<file path="src/branch_pkg.sv">
/*
  Shared constants for the branch, increment-skip and OR execute block.
  Assumes a 14-bit instruction word and an 8-bit data path.
*/
package branch_pkg;
  localparam int unsigned INSTR_W = 14;
  localparam int unsigned DATA_W = 8;
  localparam int unsigned PC_W = 13;
  localparam int unsigned FADDR_W = 7;
  localparam int unsigned BR_LIT_W = 11;
  // Opcode fields.
  localparam logic [2:0] OP_BRANCH = 3'h5;
  localparam logic [5:0] OP_INC_SKIP = 6'h0f;
  localparam logic [5:0] OP_OR_LIT = 6'h38;
  localparam logic [5:0] OP_OR_FILE = 6'h04;
  localparam int unsigned OP3_MSB = 13;
  localparam int unsigned OP3_LSB = 11;
  localparam int unsigned OP6_MSB = 13;
  localparam int unsigned OP6_LSB = 8;
  localparam int unsigned DEST_BIT = 7;
  // Page latch bits copied into the upper program counter.
  localparam int unsigned PAGE_MSB = 4;
  localparam int unsigned PAGE_LSB = 3;
  // Values after reset.
  localparam logic [DATA_W-1:0] WORK_RST = 8'h00;
  localparam logic ZERO_RST = 1'b0;
  localparam logic [PC_W-1:0] PC_RST = 13'h0000;
  typedef enum logic [1:0] {ALU_INC, ALU_OR_LIT, ALU_OR_FILE} alu_op_e;
endpackage

</file>
<file path="src/alu_if.sv">
/*
  Carrier between the decoder and its arithmetic unit.
  Assumes both ends sit in the same clock domain.
*/
`timescale 1ns/1ps
interface alu_if;
  branch_pkg::alu_op_e op;
  logic [branch_pkg::DATA_W-1:0] work;
  logic [branch_pkg::DATA_W-1:0] file;
  logic [branch_pkg::DATA_W-1:0] literal;
  logic [branch_pkg::DATA_W-1:0] result;
  logic zero;
  modport decoder (output op, output work, output file, output literal, input result, input zero);
  modport unit (input op, input work, input file, input literal, output result, output zero);
endinterface // alu_if

</file>
<file path="src/branch_increment_or_decode.sv">
/*
  Execute stage for the absolute branch, increment-skip-zero and the two OR
  instructions. Assumes the fetch stage presents one instruction per cycle
  with its valid strobe, and the file register array returns the addressed
  byte combinationally from file_addr.
*/
`timescale 1ns/1ps
module branch_increment_or_decode (
  // Clock and reset
  input wire logic ref_clk,
  input wire logic rst_n,
  // Fetched instruction
  input wire logic instr_valid,
  input wire logic [13:0] instr,
  input wire logic [7:0] program_page_latch,
  // File register port
  output logic [6:0] file_addr,
  input wire logic [7:0] file_rdata,
  output logic file_we_r,
  output logic [6:0] file_waddr_r,
  output logic [7:0] file_wdata_r,
  // Architectural state
  output logic [7:0] work_r,
  output logic zero_r,
  // Program counter load
  output logic pc_load_r,
  output logic [12:0] pc_target_r,
  // Prefetch discard
  output logic flush,
  output logic flush_pending_r
);
  alu_if alu ();
  logic exec;
  logic is_branch;
  logic is_inc_skip;
  logic is_or_lit;
  logic is_or_file;
  logic dest_file;

  alu_unit u_alu (
    .alu(alu.unit)
  );

  // A discarded slot still arrives as valid; it is simply not executed.
  assign exec = instr_valid && !flush_pending_r;
  assign is_branch = exec && (instr[branch_pkg::OP3_MSB:branch_pkg::OP3_LSB] ==
    branch_pkg::OP_BRANCH);
  assign is_inc_skip = exec && (instr[branch_pkg::OP6_MSB:branch_pkg::OP6_LSB] ==
    branch_pkg::OP_INC_SKIP);
  assign is_or_lit = exec && (instr[branch_pkg::OP6_MSB:branch_pkg::OP6_LSB] ==
    branch_pkg::OP_OR_LIT);
  assign is_or_file = exec && (instr[branch_pkg::OP6_MSB:branch_pkg::OP6_LSB] ==
    branch_pkg::OP_OR_FILE);
  assign dest_file = instr[branch_pkg::DEST_BIT];
  assign file_addr = instr[branch_pkg::FADDR_W-1:0];

  always_comb
  begin
    if (is_or_lit)
      alu.op = branch_pkg::ALU_OR_LIT;
    else if (is_or_file)
      alu.op = branch_pkg::ALU_OR_FILE;
    else
      alu.op = branch_pkg::ALU_INC;
  end
  assign alu.work = work_r;
  assign alu.file = file_rdata;
  assign alu.literal = instr[branch_pkg::DATA_W-1:0];

  assign flush = is_branch || (is_inc_skip && alu.zero);

  always_ff @(posedge ref_clk)
  begin
    if (!rst_n)
      flush_pending_r <= 1'b0;
    else
      flush_pending_r <= flush;
  end

  always_ff @(posedge ref_clk)
  begin
    if (!rst_n)
    begin
      pc_load_r <= 1'b0;
      pc_target_r <= branch_pkg::PC_RST;
    end
    else
    begin
      pc_load_r <= is_branch;
      if (is_branch)
        pc_target_r <= {program_page_latch[branch_pkg::PAGE_MSB:branch_pkg::PAGE_LSB],
          instr[branch_pkg::BR_LIT_W-1:0]};
    end
  end

  always_ff @(posedge ref_clk)
  begin
    if (!rst_n)
      work_r <= branch_pkg::WORK_RST;
    else if (is_or_lit || ((is_inc_skip || is_or_file) && !dest_file))
      work_r <= alu.result;
  end

  always_ff @(posedge ref_clk)
  begin
    if (!rst_n)
    begin
      file_we_r <= 1'b0;
      file_waddr_r <= 7'h00;
      file_wdata_r <= 8'h00;
    end
    else
    begin
      file_we_r <= (is_inc_skip || is_or_file) && dest_file;
      if ((is_inc_skip || is_or_file) && dest_file)
      begin
        file_waddr_r <= file_addr;
        file_wdata_r <= alu.result;
      end
    end
  end

  // branch and skip leave flags alone
  always_ff @(posedge ref_clk)
  begin
    if (!rst_n)
      zero_r <= branch_pkg::ZERO_RST;
    else if (is_or_lit || is_or_file)
      zero_r <= alu.zero;
  end

  property p_branch_low;
    @(posedge ref_clk) disable iff (!rst_n)
    is_branch |=> pc_load_r && (pc_target_r[10:0] == $past(instr[10:0]));
  endproperty
  a_branch_low: assert property (p_branch_low) else $error("branch low pc wrong");

  property p_branch_page;
    @(posedge ref_clk) disable iff (!rst_n)
    is_branch |=> pc_target_r[12:11] == $past(program_page_latch[4:3]);
  endproperty
  a_branch_page: assert property (p_branch_page) else $error("branch page bits wrong");

  property p_branch_two_cycles;
    @(posedge ref_clk) disable iff (!rst_n)
    is_branch |=> flush_pending_r && !exec && $stable(zero_r) ##1 $stable(zero_r);
  endproperty
  a_branch_two_cycles: assert property (p_branch_two_cycles) else $error("branch slot");

  property p_inc_work;
    @(posedge ref_clk) disable iff (!rst_n)
    (is_inc_skip && !dest_file) |=> (work_r == $past(file_rdata) + 8'h01) && !file_we_r;
  endproperty
  a_inc_work: assert property (p_inc_work) else $error("increment to work wrong");

  property p_inc_skip;
    @(posedge ref_clk) disable iff (!rst_n)
    (is_inc_skip && file_rdata == 8'hff) |=> flush_pending_r && $stable(zero_r) && !exec;
  endproperty
  a_inc_skip: assert property (p_inc_skip) else $error("skip on zero missing");

  property p_or_lit;
    @(posedge ref_clk) disable iff (!rst_n)
    is_or_lit |=> (work_r == ($past(work_r) | $past(instr[7:0]))) && !flush_pending_r;
  endproperty
  a_or_lit: assert property (p_or_lit) else $error("or literal wrong");

  property p_or_file;
    @(posedge ref_clk) disable iff (!rst_n)
    (is_or_file && dest_file) |=> file_we_r && $stable(work_r) &&
      (file_wdata_r == ($past(work_r) | $past(file_rdata)));
  endproperty
  a_or_file: assert property (p_or_file) else $error("or file wrong");

  property p_zero_flag;
    @(posedge ref_clk) disable iff (!rst_n)
    (is_or_lit || (is_or_file && !dest_file)) |=> zero_r == (work_r == 8'h00);
  endproperty
  a_zero_flag: assert property (p_zero_flag) else $error("zero flag wrong");

  property p_or_file_zero;
    @(posedge ref_clk) disable iff (!rst_n)
    (is_or_file && dest_file) |=> zero_r == (file_wdata_r == 8'h00);
  endproperty
  a_or_file_zero: assert property (p_or_file_zero) else $error("zero flag on file wrong");

  property p_inc_file;
    @(posedge ref_clk) disable iff (!rst_n)
    (is_inc_skip && dest_file) |=> file_we_r && $stable(work_r) &&
      (file_waddr_r == $past(file_addr)) && (file_wdata_r == $past(file_rdata) + 8'h01);
  endproperty
  a_inc_file: assert property (p_inc_file) else $error("increment to file wrong");

  // The flag must hold even when the incremented byte wraps to zero.
  property p_inc_flags;
    @(posedge ref_clk) disable iff (!rst_n)
    is_inc_skip |=> $stable(zero_r);
  endproperty
  a_inc_flags: assert property (p_inc_flags) else $error("increment changed zero flag");

  property p_no_skip;
    @(posedge ref_clk) disable iff (!rst_n)
    (is_inc_skip && file_rdata != 8'hff) |=> !flush_pending_r;
  endproperty
  a_no_skip: assert property (p_no_skip) else $error("skip without zero result");

  property p_discard;
    @(posedge ref_clk) disable iff (!rst_n)
    flush_pending_r |=> $stable(work_r) && $stable(zero_r) && !file_we_r && !pc_load_r;
  endproperty
  a_discard: assert property (p_discard) else $error("discarded slot took effect");

  property p_load_only_on_branch;
    @(posedge ref_clk) disable iff (!rst_n)
    !is_branch |=> !pc_load_r;
  endproperty
  a_load_only_on_branch: assert property (p_load_only_on_branch) else $error("stray pc load");
endmodule // branch_increment_or_decode

</file>
<file path="src/alu_unit.sv">
/*
  Combinational increment and OR unit with zero detect.
  Assumes operands are stable within the executing cycle.
*/
`timescale 1ns/1ps
module alu_unit (
  // Operands and result
  alu_if.unit alu
);
  always_comb
  begin
    unique case (alu.op)
      branch_pkg::ALU_INC: alu.result = alu.file + 8'h01;
      branch_pkg::ALU_OR_LIT: alu.result = alu.work | alu.literal;
      branch_pkg::ALU_OR_FILE: alu.result = alu.work | alu.file;
      default: alu.result = 8'h00;
    endcase
  end

  assign alu.zero = (alu.result == 8'h00);
endmodule // alu_unit

</file>
<file path="config.mk">
export PLATFORM = sky130hd
export DESIGN_NAME = branch_increment_or_decode
export DESIGN_NICKNAME = d
export VERILOG_FILES = /design/src/branch_pkg.sv /design/src/alu_if.sv /design/src/branch_increment_or_decode.sv /design/src/alu_unit.sv
export SDC_FILE = /design/constraint.sdc
export NUM_CORES = 1
export LEC_CHECK = 0
export BUFFER_PORTS_ARGS = -buffer_cell sky130_fd_sc_hd__buf_2
export CAP_MARGIN = 10
export CORE_MARGIN = 4
export CORE_UTILIZATION = 46
export DETAILED_ROUTE_END_ITERATION = 12
export HOLD_SLACK_MARGIN = 0.08
export PLACE_DENSITY_LB_ADDON = 0.08
export SLEW_MARGIN = 40
export SYNTH_ARGS = -nofsm -noshare
export SYNTH_HDL_FRONTEND = slang
export SYNTH_HIERARCHICAL = 1
export SYNTH_SLANG_ARGS = --single-unit
export TNS_END_PERCENT = 20
</file>
<file path="constraint.sdc">
create_clock -name ref_clk -period 3.98 [get_ports ref_clk]
set_clock_uncertainty 0.2 [all_clocks]
set_input_delay 0.398 -clock ref_clk [delete_from_list [all_inputs] [get_ports ref_clk]]
set_output_delay 0.398 -clock ref_clk [all_outputs]
set_load 0.005 [all_outputs]
</file>
# Word-level counts from Yosys, hierarchy flattened
# Cells that the tools add are included.
[totals] out_inout_bits=48 in_bits=33 register_bits=40 word_cells=36
[classes] n_eq_ne=6 add_sub_neg=1 n_bitwise=2 muxes=3 n_reduce_logical=16
[op_table] cell="$pmux W8 S3" n=1
[op_table] cell="$or A8 B8 Y8" n=2
[op_table] cell="$add A8 B1 Y8 const B" n=1
[op_table] cell="$logic_and A1 B1 Y1" n=8
[op_table] cell="$logic_not A8 Y1" n=1
[op_table] cell="$eq A6 B3 Y1 const B" n=1
[op_table] cell="$eq A6 B4 Y1 const B" n=1
[op_table] cell="$eq A6 B6 Y1 const B" n=1
[op_table] cell="$logic_or A1 B1 Y1" n=4
[op_table] cell="$mux W2" n=2
[op_table] cell="$eq A3 B3 Y1 const B" n=1
[op_table] cell="$eq A2 B1 Y1 const B" n=1
[op_table] cell="$eq A2 B2 Y1 const B" n=1
[op_table] cell="$logic_not A1 Y1" n=2
[op_table] cell="$logic_not A2 Y1" n=1

# Logic depth before layout (Yosys ltp)
# Gate-level depths: netlist (run 1).
[logic_depth] depth_word=10 ltp_mapped=13 ltp_nobuf=12

# By module
# The synthesis (run 1) kept the hierarchy.
[modules_own_cells] module="branch_increment_or_decode" instances=1 area_per_inst_um2=1645.3 cells_each=166
[modules_own_cells] module="alu_unit" instances=1 area_per_inst_um2=427.9 cells_each=59

# Worst setup path after synthesis (run 1)
# OpenSTA, ideal clock, no wires.
[synth_timing] path_kind="input to output" startpoint="input instr_valid" endpoint="output flush" cell_stages=12 n_path_buf=1 arrival_time_ns=3.068 path_slack_ns=0.314 path_cell_list="nand4b_1 > or4_1 > inv_1 > inv_1 > ha_1 > buf_6 > mux2_4 > a211oi_2 > nand4_1 > or3_1 > a2111oi_2 > a31o_2"
[synth_between] elab_cells_between_ends=14 classes_between="eq/ne (2); mux (3); reduce/logical (9)"
[synth_rtl] item="start, declared" line_no="branch_increment_or_decode.sv:13" text="input wire logic instr_valid,"
[synth_rtl] item="$logic_and A1 B1 Y1 *" line_no="branch_increment_or_decode.sv:45" text="assign exec = instr_valid && !flush_pending_r;"
[synth_rtl] item="$logic_and A1 B1 Y1 *" line_no="branch_increment_or_decode.sv:50" text="assign is_or_lit = exec && (instr[branch_pkg::OP6_MSB:branch_pkg::OP6_LSB] =="
[synth_rtl] item="$mux W2 *" line_no="branch_increment_or_decode.sv:59" text="if (is_or_lit)"
[synth_rtl] item="via alu.op[0]" line_no="alu_if.sv:7" text="branch_pkg::alu_op_e op;"
[synth_rtl] item="$eq A2 B2 Y1 (tied with other cells)" line_no="alu_unit.sv:12" text="unique case (alu.op)"
[synth_rtl] item="$pmux W8 S3 *" line_no="alu_unit.sv:12"
[synth_rtl] item="$logic_not A8 Y1 *" line_no="alu_unit.sv:20" text="assign alu.zero = (alu.result == 8'h00);"
[synth_rtl] item="via alu.zero" line_no="alu_if.sv:12" text="logic zero;"
[synth_rtl] item="$logic_and A1 B1 Y1 *" line_no="branch_increment_or_decode.sv:70" text="assign flush = is_branch || (is_inc_skip && alu.zero);"
[synth_rtl] item="$logic_or A1 B1 Y1 *" line_no="branch_increment_or_decode.sv:70"
[synth_rtl] item="end, declared" line_no="branch_increment_or_decode.sv:29" text="output logic flush,"
# The timed path passes the listed nets; every way through them passes the cells marked *.

# Worst setup path after layout (run 1)
[layout_timing] startpoint="register flush_pending_r" endpoint="output flush"
[layout_between] elab_cells_between_ends=15 classes_between="eq/ne (2); mux (3); reduce/logical (10)"
[layout_rtl] item="start, declared" line_no="branch_increment_or_decode.sv:30" text="output logic flush_pending_r"
[layout_rtl] item="start signal, assigned" line_no="branch_increment_or_decode.sv:77" text="flush_pending_r <= flush;"
[layout_rtl] item="$logic_not A1 Y1 *" line_no="branch_increment_or_decode.sv:45"
[layout_rtl] item="$logic_and A1 B1 Y1 *" line_no="branch_increment_or_decode.sv:45"
[layout_rtl] item="$logic_and A1 B1 Y1 *" line_no="branch_increment_or_decode.sv:50"
[layout_rtl] item="$mux W2 *" line_no="branch_increment_or_decode.sv:59"
[layout_rtl] item="via alu.op[0]" line_no="alu_if.sv:7"
[layout_rtl] item="$eq A2 B2 Y1 (tied with other cells)" line_no="alu_unit.sv:12"
[layout_rtl] item="$pmux W8 S3 *" line_no="alu_unit.sv:12"
[layout_rtl] item="$logic_not A8 Y1 *" line_no="alu_unit.sv:20"
[layout_rtl] item="via alu.zero" line_no="alu_if.sv:12"
[layout_rtl] item="$logic_and A1 B1 Y1 *" line_no="branch_increment_or_decode.sv:70"
[layout_rtl] item="$logic_or A1 B1 Y1 *" line_no="branch_increment_or_decode.sv:70"
# Marks and branches as above.

==> metrics list, run 1 <==
* Outcome: complete, no violations
- After routing the design area is 2710 µm².
* Starting DRC count in detailed routing: 65
- A synthesized cell averages 9.21 µm².
* Area share of the largest cell type after synthesis: 38.6%
- Clock Pin Slew Worst Setup and Hold Paths: 0.08 ns
- CP max stage cell: or4_4
* Final setup vio count: 0
- The worst setup path is captured at an output port.
- Arrival time worst endpoint: 3.33 ns
* Clock power share: about 37%
* Overall Global Routing Usage: 18.2%
- Setup crit start kind: register
* Proportion of layout cells with a drive suffix above 1: 40.1%
- The share of the Yosys chip area taken by registers is roughly 39%.
- RSZ-0062 raised after global routing: true
- Post-route ant nets: 0
* Top library cells by usage in the layout, fill and taps aside: buf_2 (73), nand2_1 (43), dfxtp_1 (40)
* Max-Slew Margin vs Limit: 45.7%
- DRC violation count after routing: 0
- After synthesis the cells add up to 2070 µm².
* Sequential share of power: 50.9%
- Data required time of the critical path: 3.38 ns
* Placed Area: 2530 µm²
- Crit-path max cell delay: 0.45 ns
* CTS H-tree depth: 2
- Most frequent cell on the critical path: inv_2
- The critical path goes through nand4b_1 > or4_4 > inv_2 > inv_2 > ha_4 > mux2_4 > a211oi_4 > nand4_1 > or3_4 > a2111oi_4 > a31o_2 > buf_2.
- Max-cap violations: 0
- Distinct cells, synth: 36
- Port buffering added 74 buffers.
* Cell row count: 24
* Antenna violations before repair: 0
- For this run the aggregate overflow at the end of global routing stands at 0.
- Via count of the first global-routing pass: about 1.7k
* Longest Clk Path Bufs: 2
- After floorplanning, the core was sized to cover 4350 µm².
* Internal Pwr Total: 606 µW
- In this run the critical register-to-register path is captured at flush_pending_r.
* Initial cell density of the core: 47.6%
- Synthesis Warnings: 6
- The die is 75.1 µm wide.
- For the pin with the worst max-slew slack, the measured transition is 0.812 ns.
- For this design the ratio of total power to cell area is ~300 nW/µm².
- Counting both buffers and inverters, the worst setup path holds a total of 3.
* Length of the first detailed-routing pass in iterations: 4
- TritonCTS built the clock tree.
- Worst-case vdd ir drop: 0.000205 V
- The final hold violation count is 0.
* Switching power: 193 µW
- Final Routed Wirelength: 5020 µm
* Final total power: 798 µW
- Worst path setup slack after routing: 0.0569 ns
* Reg2reg start: flush_pending_r
- Root Buffer: clkbuf_8
- The final critical path takes up 98.6% of the cycle.
- The worst register-to-register path has a depth of 12.
- Synthesized netlist cell count: 225
* Setup slack after placement: -0.155 ns
- Total I/O pin count: around 80
- In this run the static leakage power is approximately 0.0013 µW.
- By startpoint and endpoint, the worst setup path is classified as register to output port.
* Routability Congestion: 0.868
* Switching part of the total: 24.1%
- Summed over all instances, the cell type with the most area after synthesis is dfxtp_1.
- Detailed placement ended at an HPWL of 3690 µm.
- Number of nets in the layout: 346
- Sorting the synthesized cells by area gives the leading types as dfxtp_1 (39%), mux2i_1 (18%), nand2_1 (7.8%), nor2b_1 (4.5%), mux2_2 (3.8%).
* Worst-Skew Late Latency: 0.29 ns
- Net count after synthesis: 262
- For this block, the via count after detailed routing is 1819.
* Global-route wire length before repair: 7850 µm
- Filler Cell Count: 408
- Die height: between 70 and 80 µm
- Worst hold-check path type: input pin to register
* Antenna diodes: 0
- Per report_power, the combinational group accounts for 12.5% of the total.
- The number of placed instances, taps included, is around 350.
- CTS Hold Buffers Added: 0
- Broken down by cell family, the worst path's largest delay share belongs to simple AND/OR/NAND/NOR gates.
- The synthesized design contains 40 register bits.
- Critical path fanouts, max: 6
* Capture point of the critical path: flush
- Mean routed wirelength per cell: 13.9 µm
- Entering global routing, the biggest net connects 57 pins.
- Count of clock tree sinks: 40
- Most frequent standard cell in the layout excluding fill and tap cells: buf_2
- Buffers inserted during clock tree synthesis total 5.
- Die Footprint: approximately 5600 µm²
* Growth of design area from synthesis to finish: 30.9%
- Time the worst path needs with I/O delays and setup: 3.92 ns
- Final non-filler cell total: about 360
- Max-slew violation count: 0
- Beginning of the critical path: flush_pending_r
* Via density: around 5.0
- Worst reg2reg setup slack: 0.68 ns
- In this run the number of cells on the critical path is 12.
* Highest attainable clock frequency: 255 MHz
[cell usage after synthesis]
master	instances
nor3_1	2
mux2i_1	37
o41ai_4	1
clkbuf_1	6
buf_4	7
buf_2	2
nand4b_1	1
or3b_4	1
a211oi_2	1
buf_6	1
nand4_1	1
nand3_1	4
or2_2	1
or3_1	1
a21oi_1	3
a2111oi_2	1
o21ai_0	11
or4_1	1
a21boi_0	1
dfxtp_1	40
nor2b_1	15
xnor2_1	1
and3_1	5
mux2_4	1
mux2_2	7
nand3_2	1
a31o_2	1
nor2_1	5
o21a_1	1
and2_1	6
nand2b_1	2
xor2_1	4
nand2_1	43
a22o_1	1
ha_1	4
inv_1	5
[layout make-up]
type	count	area, µm²	share of cell area [%]
clock buffer	7	96.3	3.55
multi-input combinational	164	1220	44.9
sequential	40	801	29.5
timing repair buffer	93	515	19.0
inverter	5	18.8	0.692
tap	52	65.1	2.40
[timing repair]
action / CTS / global route
resized for setup: 6 / 8
pin swaps: 6 / 6
endpoints found under the setup margin: 1 / 1
buffers inserted: 2 / 2
[cells by family after synthesis]
group | synth area share (%)
adder cells (fa/ha/maj) | 2.41
multiplexers | 22.4
AND/OR/NAND/NOR | 21.3
AO/OA/AOI/OAI | 7.60
buffers and inverters | 5.55
flip-flops | 38.6
XOR/XNOR | 2.11
[worst register-to-register path, delay by kind of cell, from the launching register on]
family                   cells  cell delay, ns
AO/OA/AOI/OAI                3            0.83
adder cells (fa/ha/maj)      1            0.18
buffers and inverters        2            0.14
flip-flops                   1            0.31
multiplexers                 1            0.31
AND/OR/NAND/NOR              5            1.27
[power by group through the flow]
stage	sequential, µW	combinational (µW)	clock [µW]
2_1_floorplan	416	53.5	0
3_3_place_gp	416	94.6	0
3_5_place_dp	416	95.0	0
4_1_cts	406	97.8	301
5_1_grt	407	111	318
6_report	406	100	292
[metal layers]
metal	wire, µm	up-vias	global-route usage, %
met3	395	7	4.54
met5	0	-	0
met2	2300	67	29.8
li1	-	920	-
met1	2250	825	23.1
met4	71	0	6.99
[stage by stage]
stage | utilization, % | TNS [ns] | hold slack, ns
global route | 62.3 | -0.114 | 0.187
CTS | 61.2 | 0 | 0.168
floorplan | - | 0 | 0.251
detailed placement | 58.2 | -0.155 | 0.245
global placement | 58.2 | -0.144 | 0.240
finish | 62.3 | 0 | 0.174
[how the worst min path moves through the flow]
| stage | from | end | slack, ns | cells after the start |
|---|---|---|---|---|
| after floorplan | file_waddr_r[0] | file_waddr_r[0] | 0.25 | 2 |
| after global placement | file_waddr_r[1] | file_waddr_r[1] | 0.24 | 2 |
| after detailed placement | file_waddr_r[1] | file_waddr_r[1] | 0.24 | 2 |
| after CTS | program_page_latch[4] | pc_target_r[12] | 0.17 | 3 |
| after global routing | instr[2] | file_waddr_r[2] | 0.19 | 3 |
| final | program_page_latch[4] | pc_target_r[12] | 0.17 | 3 |
[sequential cells by signal, indices dropped and copies added, names as in the netlist]
register	count
work_r	8
file_we_r	1
file_waddr_r	7
flush_pending_r	1
pc_load_r	1
pc_target_r	13
zero_r	1
file_wdata_r	8
No activity file was read; power rests on OpenSTA's default activity.
==> run 2: changes to the inputs <==
Settings changed: CORE_UTILIZATION 46 to 52, PLACE_DENSITY set to 0.88, PLACE_DENSITY_LB_ADDON 0.08 to not set.
Clock period 3.98 ns to 4.58 ns, I/O delays scaled along.
==> metrics list, run 2 (synthesis results as in run 1) <==
- Outcome: complete, no violations
* Antenna diodes: 0 (unchanged)
* Max-Slew Margin vs Limit: 47.5% (+1.8 points)
- The tightest min-delay check is of the input pin to register type.
- Worst-Skew Late Latency: 0.29 ns (about the same)
* Final setup vio count: 0 (unchanged)
* Total I/O pin count: 81 (unchanged)
* CTS H-tree depth: 2 (unchanged)
- Area inside the core boundary: 3740 µm² (-14%)
- Actual slew at the worst max-slew pin: 0.785 ns (-0.0266 ns)
* Share of the clock period used by the worst path: 94.2%
- Routability Congestion: 0.865 (-0.37%)
* Count of cells resized by post-cts repair: 0 (-6)
- Final non-filler cell total: 341 (-5.5%)
- The signal arrival time at the worst endpoint came to 3.66 ns (+0.33 ns).
- The final hold violation count came to 0 (unchanged).
- Setup crit start kind: register
* Max-cap violations: 0 (unchanged)
- The count of port buffers added during placement is 74 (unchanged).
- Total setup buffers inserted after CTS: 0 (-2)
* Largest net degree at the start of global routing: 57 (unchanged)
- Leaving out fill and tap cells, the most frequent cell in the layout is buf_2.
* DRC violation count after routing: 0 (unchanged)
* Clock tree from TritonCTS: yes
- Initial cell density of the core: 55.4% (+7.8 points)
- The number of global-route vias before repair is 1765 (+4.4%).
- The worst-case register-to-register setup slack is 0.96 ns (+0.28 ns).
* Total number of vias: 1791 (-1.5%)
- The height of the die is 71.1 µm (-5.3%).
* Clock Pin Slew Worst Setup and Hold Paths: 0.08 ns (about the same)
- The routed length per placed instance came to 13.8 µm (-1.1%).
- The HPWL reported at the end of detailed placement was 3560 µm (-3.6%).
- RSZ-0062 raised after global routing: false
* Starting DRC count in detailed routing: 104 (+60%)
- The worst endpoint required time came to 3.92 ns (+0.54 ns).
- Regs by FF count: pc_target_r: 13 flops, file_wdata_r: 8 flops, work_r: 8 flops
- Root Buffer: clkbuf_8
- Top library cells by usage in the layout, fill and taps aside: buf_2 (73), nand2_1 (43), dfxtp_1 (40)
- The share of layout cells above drive strength 1 came to 34.1% (-6.0 points).
* CTS Hold Buffers Added: 0 (unchanged)
- CTS Buf Count: 5 (unchanged)
- The detailed-router iteration count before antenna repair is 4 (unchanged).
* Type of the worst setup path: register to output port
- Leakage power total: 0.00119 µW (-7.2%)
* Max-slew violation count: 0 (unchanged)
* Pwr dens: 260 nW/µm² (-11%)
- Number of instances in the placed design: 333 (-5.1%)
* Die Footprint: 5060 µm² (-10%)
- The number of antenna violations at the first check in global routing is 0 (unchanged).
- Congestion Overflow GR: 0 (unchanged)
- The flip-flop count of the largest register after layout was 13 (unchanged).
* Cell row count: 22 (-8.3%)
- Biggest register: pc_target_r
- Via density: 5.25 (+4.2%)
* Growth of design area from synthesis to finish: 21.9%
* Sort of element at the end of the critical path: output port
- Placed Area: 2420 µm² (-4.4%)
- The CTS sink count came to 40 (unchanged).
* Layout Cell Area excl Fill: 2530 µm² (-6.9%)
* Longest Clk Path Bufs: 2 (unchanged)
- Global-route wire length before repair: 7850 µm (about the same)
- The summed negative setup slack over all endpoints is 0 ns (unchanged).
* Worst-case vdd ir drop: 0.000210 V (+2.0%)
* Number of nets in the layout: 329 (-4.9%)
* Critical path fanouts, max: 8 (+2)
- Highest attainable clock frequency: 232 MHz
* Worst path setup slack after routing: 0.265 ns (+0.208 ns)
- The global routing usage summed across all routing layers came to 19.0% (+0.85 points).
* Final Routed Wirelength: 4700 µm (-6.5%)
* Time the worst path needs with I/O delays and setup: 4.32 ns
- Post-route ant nets: 0 (unchanged)
- Setup slack after placement: 0.326 ns (+0.481 ns)
- The horizontal extent of the die came to 71.1 µm (-5.3%).
run 2: changes by cell type in the layout (fill, tap and decap cells not counted), sizes merged:
cell    previous run  this run
clkinv             0         3
buf               93        76
clkbuf             7         5
run 2: final cells by class:
| type | instances | area [µm²] |
|---|---|---|
| clock inverters | 3 | 18.8 |
| multi-input cells | 164 | 1170 |
| repair buffers | 76 | 388 |
| well taps | 48 | 60.1 |
| fillers | 300 | 1220 |
| inverters | 5 | 18.8 |
| clock buffers | 5 | 68.8 |
| flip-flops and latches | 40 | 801 |
run 2: per-layer routing:
layer / vias to the layer above / GRT usage [%] / routed length [µm]
met4: 0 / 4.80 / 46
li1: 894 / - / -
met2: 57 / 33.0 / 2290
met3: 5 / 5.68 / 337
met1: 835 / 22.9 / 2020
met5: - / 0 / 0
run 2: power by group:
group	switching (µW)	total, µW	internal [µW]	leakage (µW)
Combinational	42.8	77.4	34.6	0.000824
Sequential	1.98	353	351	0.000323
Clock	122	228	106	0.0000479
run 2: path summary, 6_finish.rpt:
kind                                         to                   from  depth (start not counted)
worst max-delay path                      flush        flush_pending_r                         12
worst min-delay path            pc_target_r[11]  program_page_latch[3]                          3
worst max register to register  flush_pending_r        flush_pending_r                         12
worst min register to register  file_wdata_r[6]        file_wdata_r[6]                          2
run 2: critical path, stage by stage (launching register included):
cell,delay (ns)
dfxtp_1,0.32
nand4b_1,0.18
or4_1,0.58
inv_1,0.12
inv_1,0.07
ha_2,0.26
mux2_4,0.32
a211oi_2,0.24
nand4_1,0.14
or3_1,0.38
a2111oi_4,0.43
a31o_2,0.22
buf_2,0.11
run 2: stage by stage:
| step | hold slack [ns] | util (%) | power (µW) |
|---|---|---|---|
| finish | 0.222 | 67.5 | 658 |
| global route | 0.239 | 67.5 | 689 |
| CTS | 0.222 | 67.0 | 662 |
| detailed placement | 0.252 | 64.7 | 437 |
| global placement | 0.242 | 64.7 | 435 |
| floorplan | 0.251 | - | 408 |
==> run 3: changes to the inputs <==
Settings changed: BUFFER_PORTS_ARGS -buffer_cell sky130_fd_sc_hd__buf_2 to not set, CORE_ASPECT_RATIO set to 1.25, CORE_UTILIZATION 52 to 60, CTS_CLUSTER_SIZE set to 30, DONT_BUFFER_PORTS set to 1, PLACE_DENSITY 0.88 to 0.79.
==> metrics list, run 3 (synthesis results as in run 1) <==
- The number of max-cap violations was 0 (unchanged).
- STA classifies the critical path endpoint as an output port.
- Capture point of the critical path: flush
- The worst slew slack as a fraction of its limit came to 46.7% (-0.73 points).
* Type of the worst setup path: register to output port
- The total via count in the routed design is 1501 (-16%).
- The number of antenna violations at the first check in global routing was 0 (unchanged).
- Final setup vio count: 0 (unchanged)
- The worst reg2reg path depth came to 12 (unchanged).
- Initial cell density of the core: 63.8% (+8.4 points)
- In the layout the commonest cells are nand2_1 (43), dfxtp_1 (40), mux2i_1 (37).
- The total length of routed met2 wires came to 2350 µm (+2.7%).
* Worst-case vdd ir drop: 0.000267 V (+28%)
* Worst hold-check path type: input pin to register
- Leakage power total: 0.000847 µW (-29%)
- The residual antenna-violating net count after detailed routing was 0 (unchanged).
* Sequential share of power: 50.3% (-3.4 points)
- Most frequent standard cell in the layout excluding fill and tap cells: nand2_1
* Met3 wire length: 407 µm (+21%)
* Largest register FFs: 13 (unchanged)
- Starting DRC count in detailed routing: 76 (-27%)
- The final cell utilization of the core came to 66.4% (-1.1 points).
- The internal power of the cells was 565 µW (+15%).
* Pwr dens: 326 nW/µm² (+25%)
- The switching fraction of total power came to 19.8% (-5.5 points).
- Total I/O pin count: 81 (unchanged)
* Critical path fanouts, max: 8 (unchanged)
- The sum of routed wire segments on met1 is 1710 µm (-15%).
- Layout Cell Area excl Fill: 2160 µm² (-15%)
- Congestion Overflow GR: 0 (unchanged)
* Top routing layer in use: met4
* Arrival time worst endpoint: 3.62 ns (-0.04 ns)
* Routability Congestion: 0.867 (+0.22%)
- Setup repair after global routing left no endpoint under its margin.
- The pin count of the biggest net entering global routing was 57 (unchanged).
* Combinational group share of total power: 6.1% (-5.7 points)
- DRC violation count after routing: 0 (unchanged)
- Proportion of layout cells with a drive suffix above 1: 11.5% (-23 points)
- pc_target_r holds more flip-flops than any other register.
- Area inside the core boundary: 3250 µm² (-13%)
- Global-route wire length before repair: 7310 µm (-6.9%)
- CTS H-tree depth: 2 (unchanged)
- Longest Clk Path Bufs: 2 (unchanged)
* Overall Global Routing Usage: 21.8% (+2.8 points)
- The largest registers in the layout are pc_target_r: 13 flops, file_wdata_r: 8 flops, work_r: 8 flops.
* Share of the clock period used by the worst path: 93.5% (-0.76 points)
- The layout net count is 254 (-23%).
* Reg2reg start: flush_pending_r
- The number of slew-limit violations in the final report came to 0 (unchanged).
- Setup crit start kind: register
- Count of clock tree sinks: 40 (unchanged)
* Via density: 5.89 (+12%)
- The routed length per placed instance was 17.8 µm (+30%).
* Highest attainable clock frequency: 234 MHz (+0.82%)
* Switching power: 139 µW (-16%)
- Worst reg2reg setup slack: 0.86 ns (-0.10 ns)
- Die height: 73.7 µm (+3.6%)
* Placed Area: 2030 µm² (-16%)
- The HPWL reported at the end of detailed placement was 3480 µm (-2.3%).
* Filler Cell Count: 298 (-0.67%)
- Worst reg2reg path endpoint: flush_pending_r
* Clock Pin Slew Worst Setup and Hold Paths: 0.07 ns (about the same)
* Worst Hold Slack: 0.0965 ns (-0.125 ns)
- The clock latency on the worst-skew pair is 0.28 ns (about the same).
* Clock power share: 43.6% (+9.0 points)
* Die Footprint: 4470 µm² (-12%)
- Antenna diodes: 0 (unchanged)
- Cell row count: 23 (+4.5%)
- The minimum clock period after layout came to 4.28 ns (-0.0349 ns).
- The final hold violation count is 0 (unchanged).
* Outcome: complete, no violations
* Data required time of the critical path: 3.92 ns (about the same)
- TritonCTS built the clock tree.
* Width of the chip: 60.6 µm (-15%)
- The hold-fix buffer count after cts was 0 (unchanged).
* Final-layout setup total negative slack: 0 ns (unchanged)
- CTS placed an instance of clkbuf_8 at the clock tree root.
* CTS Buf Count: 5 (unchanged)
- The routed wire length is 4550 µm (-3.1%).
* Via count of the first global-routing pass: 1600 (-9.3%)
- The slew at the pin closest to its max-slew limit is 0.796 ns (+0.0110 ns).
- The count of port buffers added during placement was 0 (-100%).
* Growth of design area from synthesis to finish: 4.16%
* Beginning of the critical path: flush_pending_r
* Length of the first detailed-routing pass in iterations: 4 (unchanged)
[run 3: stage by stage]
step	cells	total power [µW]	worst slack, ns
final	255	704	0.300
after global routing	255	735	0.107
after CTS	255	712	0.218
after detailed placement	247	405	0.405
after global placement	247	403	0.463
after floorplan	225	408	0.794
[run 3: how the worst min path moves through the flow]
stage / from / to / slack [ns] / cells past startpoint
final: rst_n / file_we_r / 0.1 / 1
after global routing: rst_n / file_we_r / 0.09 / 1
after CTS: rst_n / file_we_r / 0.09 / 1
after detailed placement: file_waddr_r[2] / file_waddr_r[2] / 0.27 / 2
after global placement: file_waddr_r[2] / file_waddr_r[2] / 0.26 / 2
after floorplan: file_waddr_r[0] / file_waddr_r[0] / 0.25 / 2
[run 3: timing repair]
item / in CTS / in global routing
setup endpoints to repair: 0 / 1
resized for setup: 0 / 2
buffers inserted: 0 / 0
[run 3: critical path, cell delays in order (launching register included)]
cell       delay, ns
dfxtp_1         0.34
nand4b_1        0.19
or4_1           0.59
inv_1           0.14
inv_1           0.07
ha_2            0.26
mux2_4          0.32
a211oi_2        0.25
nand4_1         0.16
or3_1           0.35
a2111oi_2       0.44
a31o_2          0.24
[run 3: cell type report]
class / instances / area (µm²) / area share, %
clock inverter: 1 / 30.0 / 1.39
tap: 37 / 46.3 / 2.14
multi-input combinational: 164 / 1160 / 53.7
inverter: 5 / 18.8 / 0.869
sequential: 40 / 801 / 37.1
timing repair buffer: 1 / 7.51 / 0.348
clock buffer: 7 / 96.3 / 4.46
[run 3: per-layer routing]
metal  GRT usage, %  vias up
li1               -      737
met1           24.0      702
met2           36.3       56
met3           7.38        6
met4           11.3        0
met5              0        -
[run 3: power by group through the flow]
stage	registers (µW)	clock network [µW]	logic [µW]
final	355	307	42.7
after global placement	363	0	40.3
after floorplan	362	0	46.5
after detailed placement	363	0	42.1
after CTS	355	315	42.3
after global routing	355	332	48.3
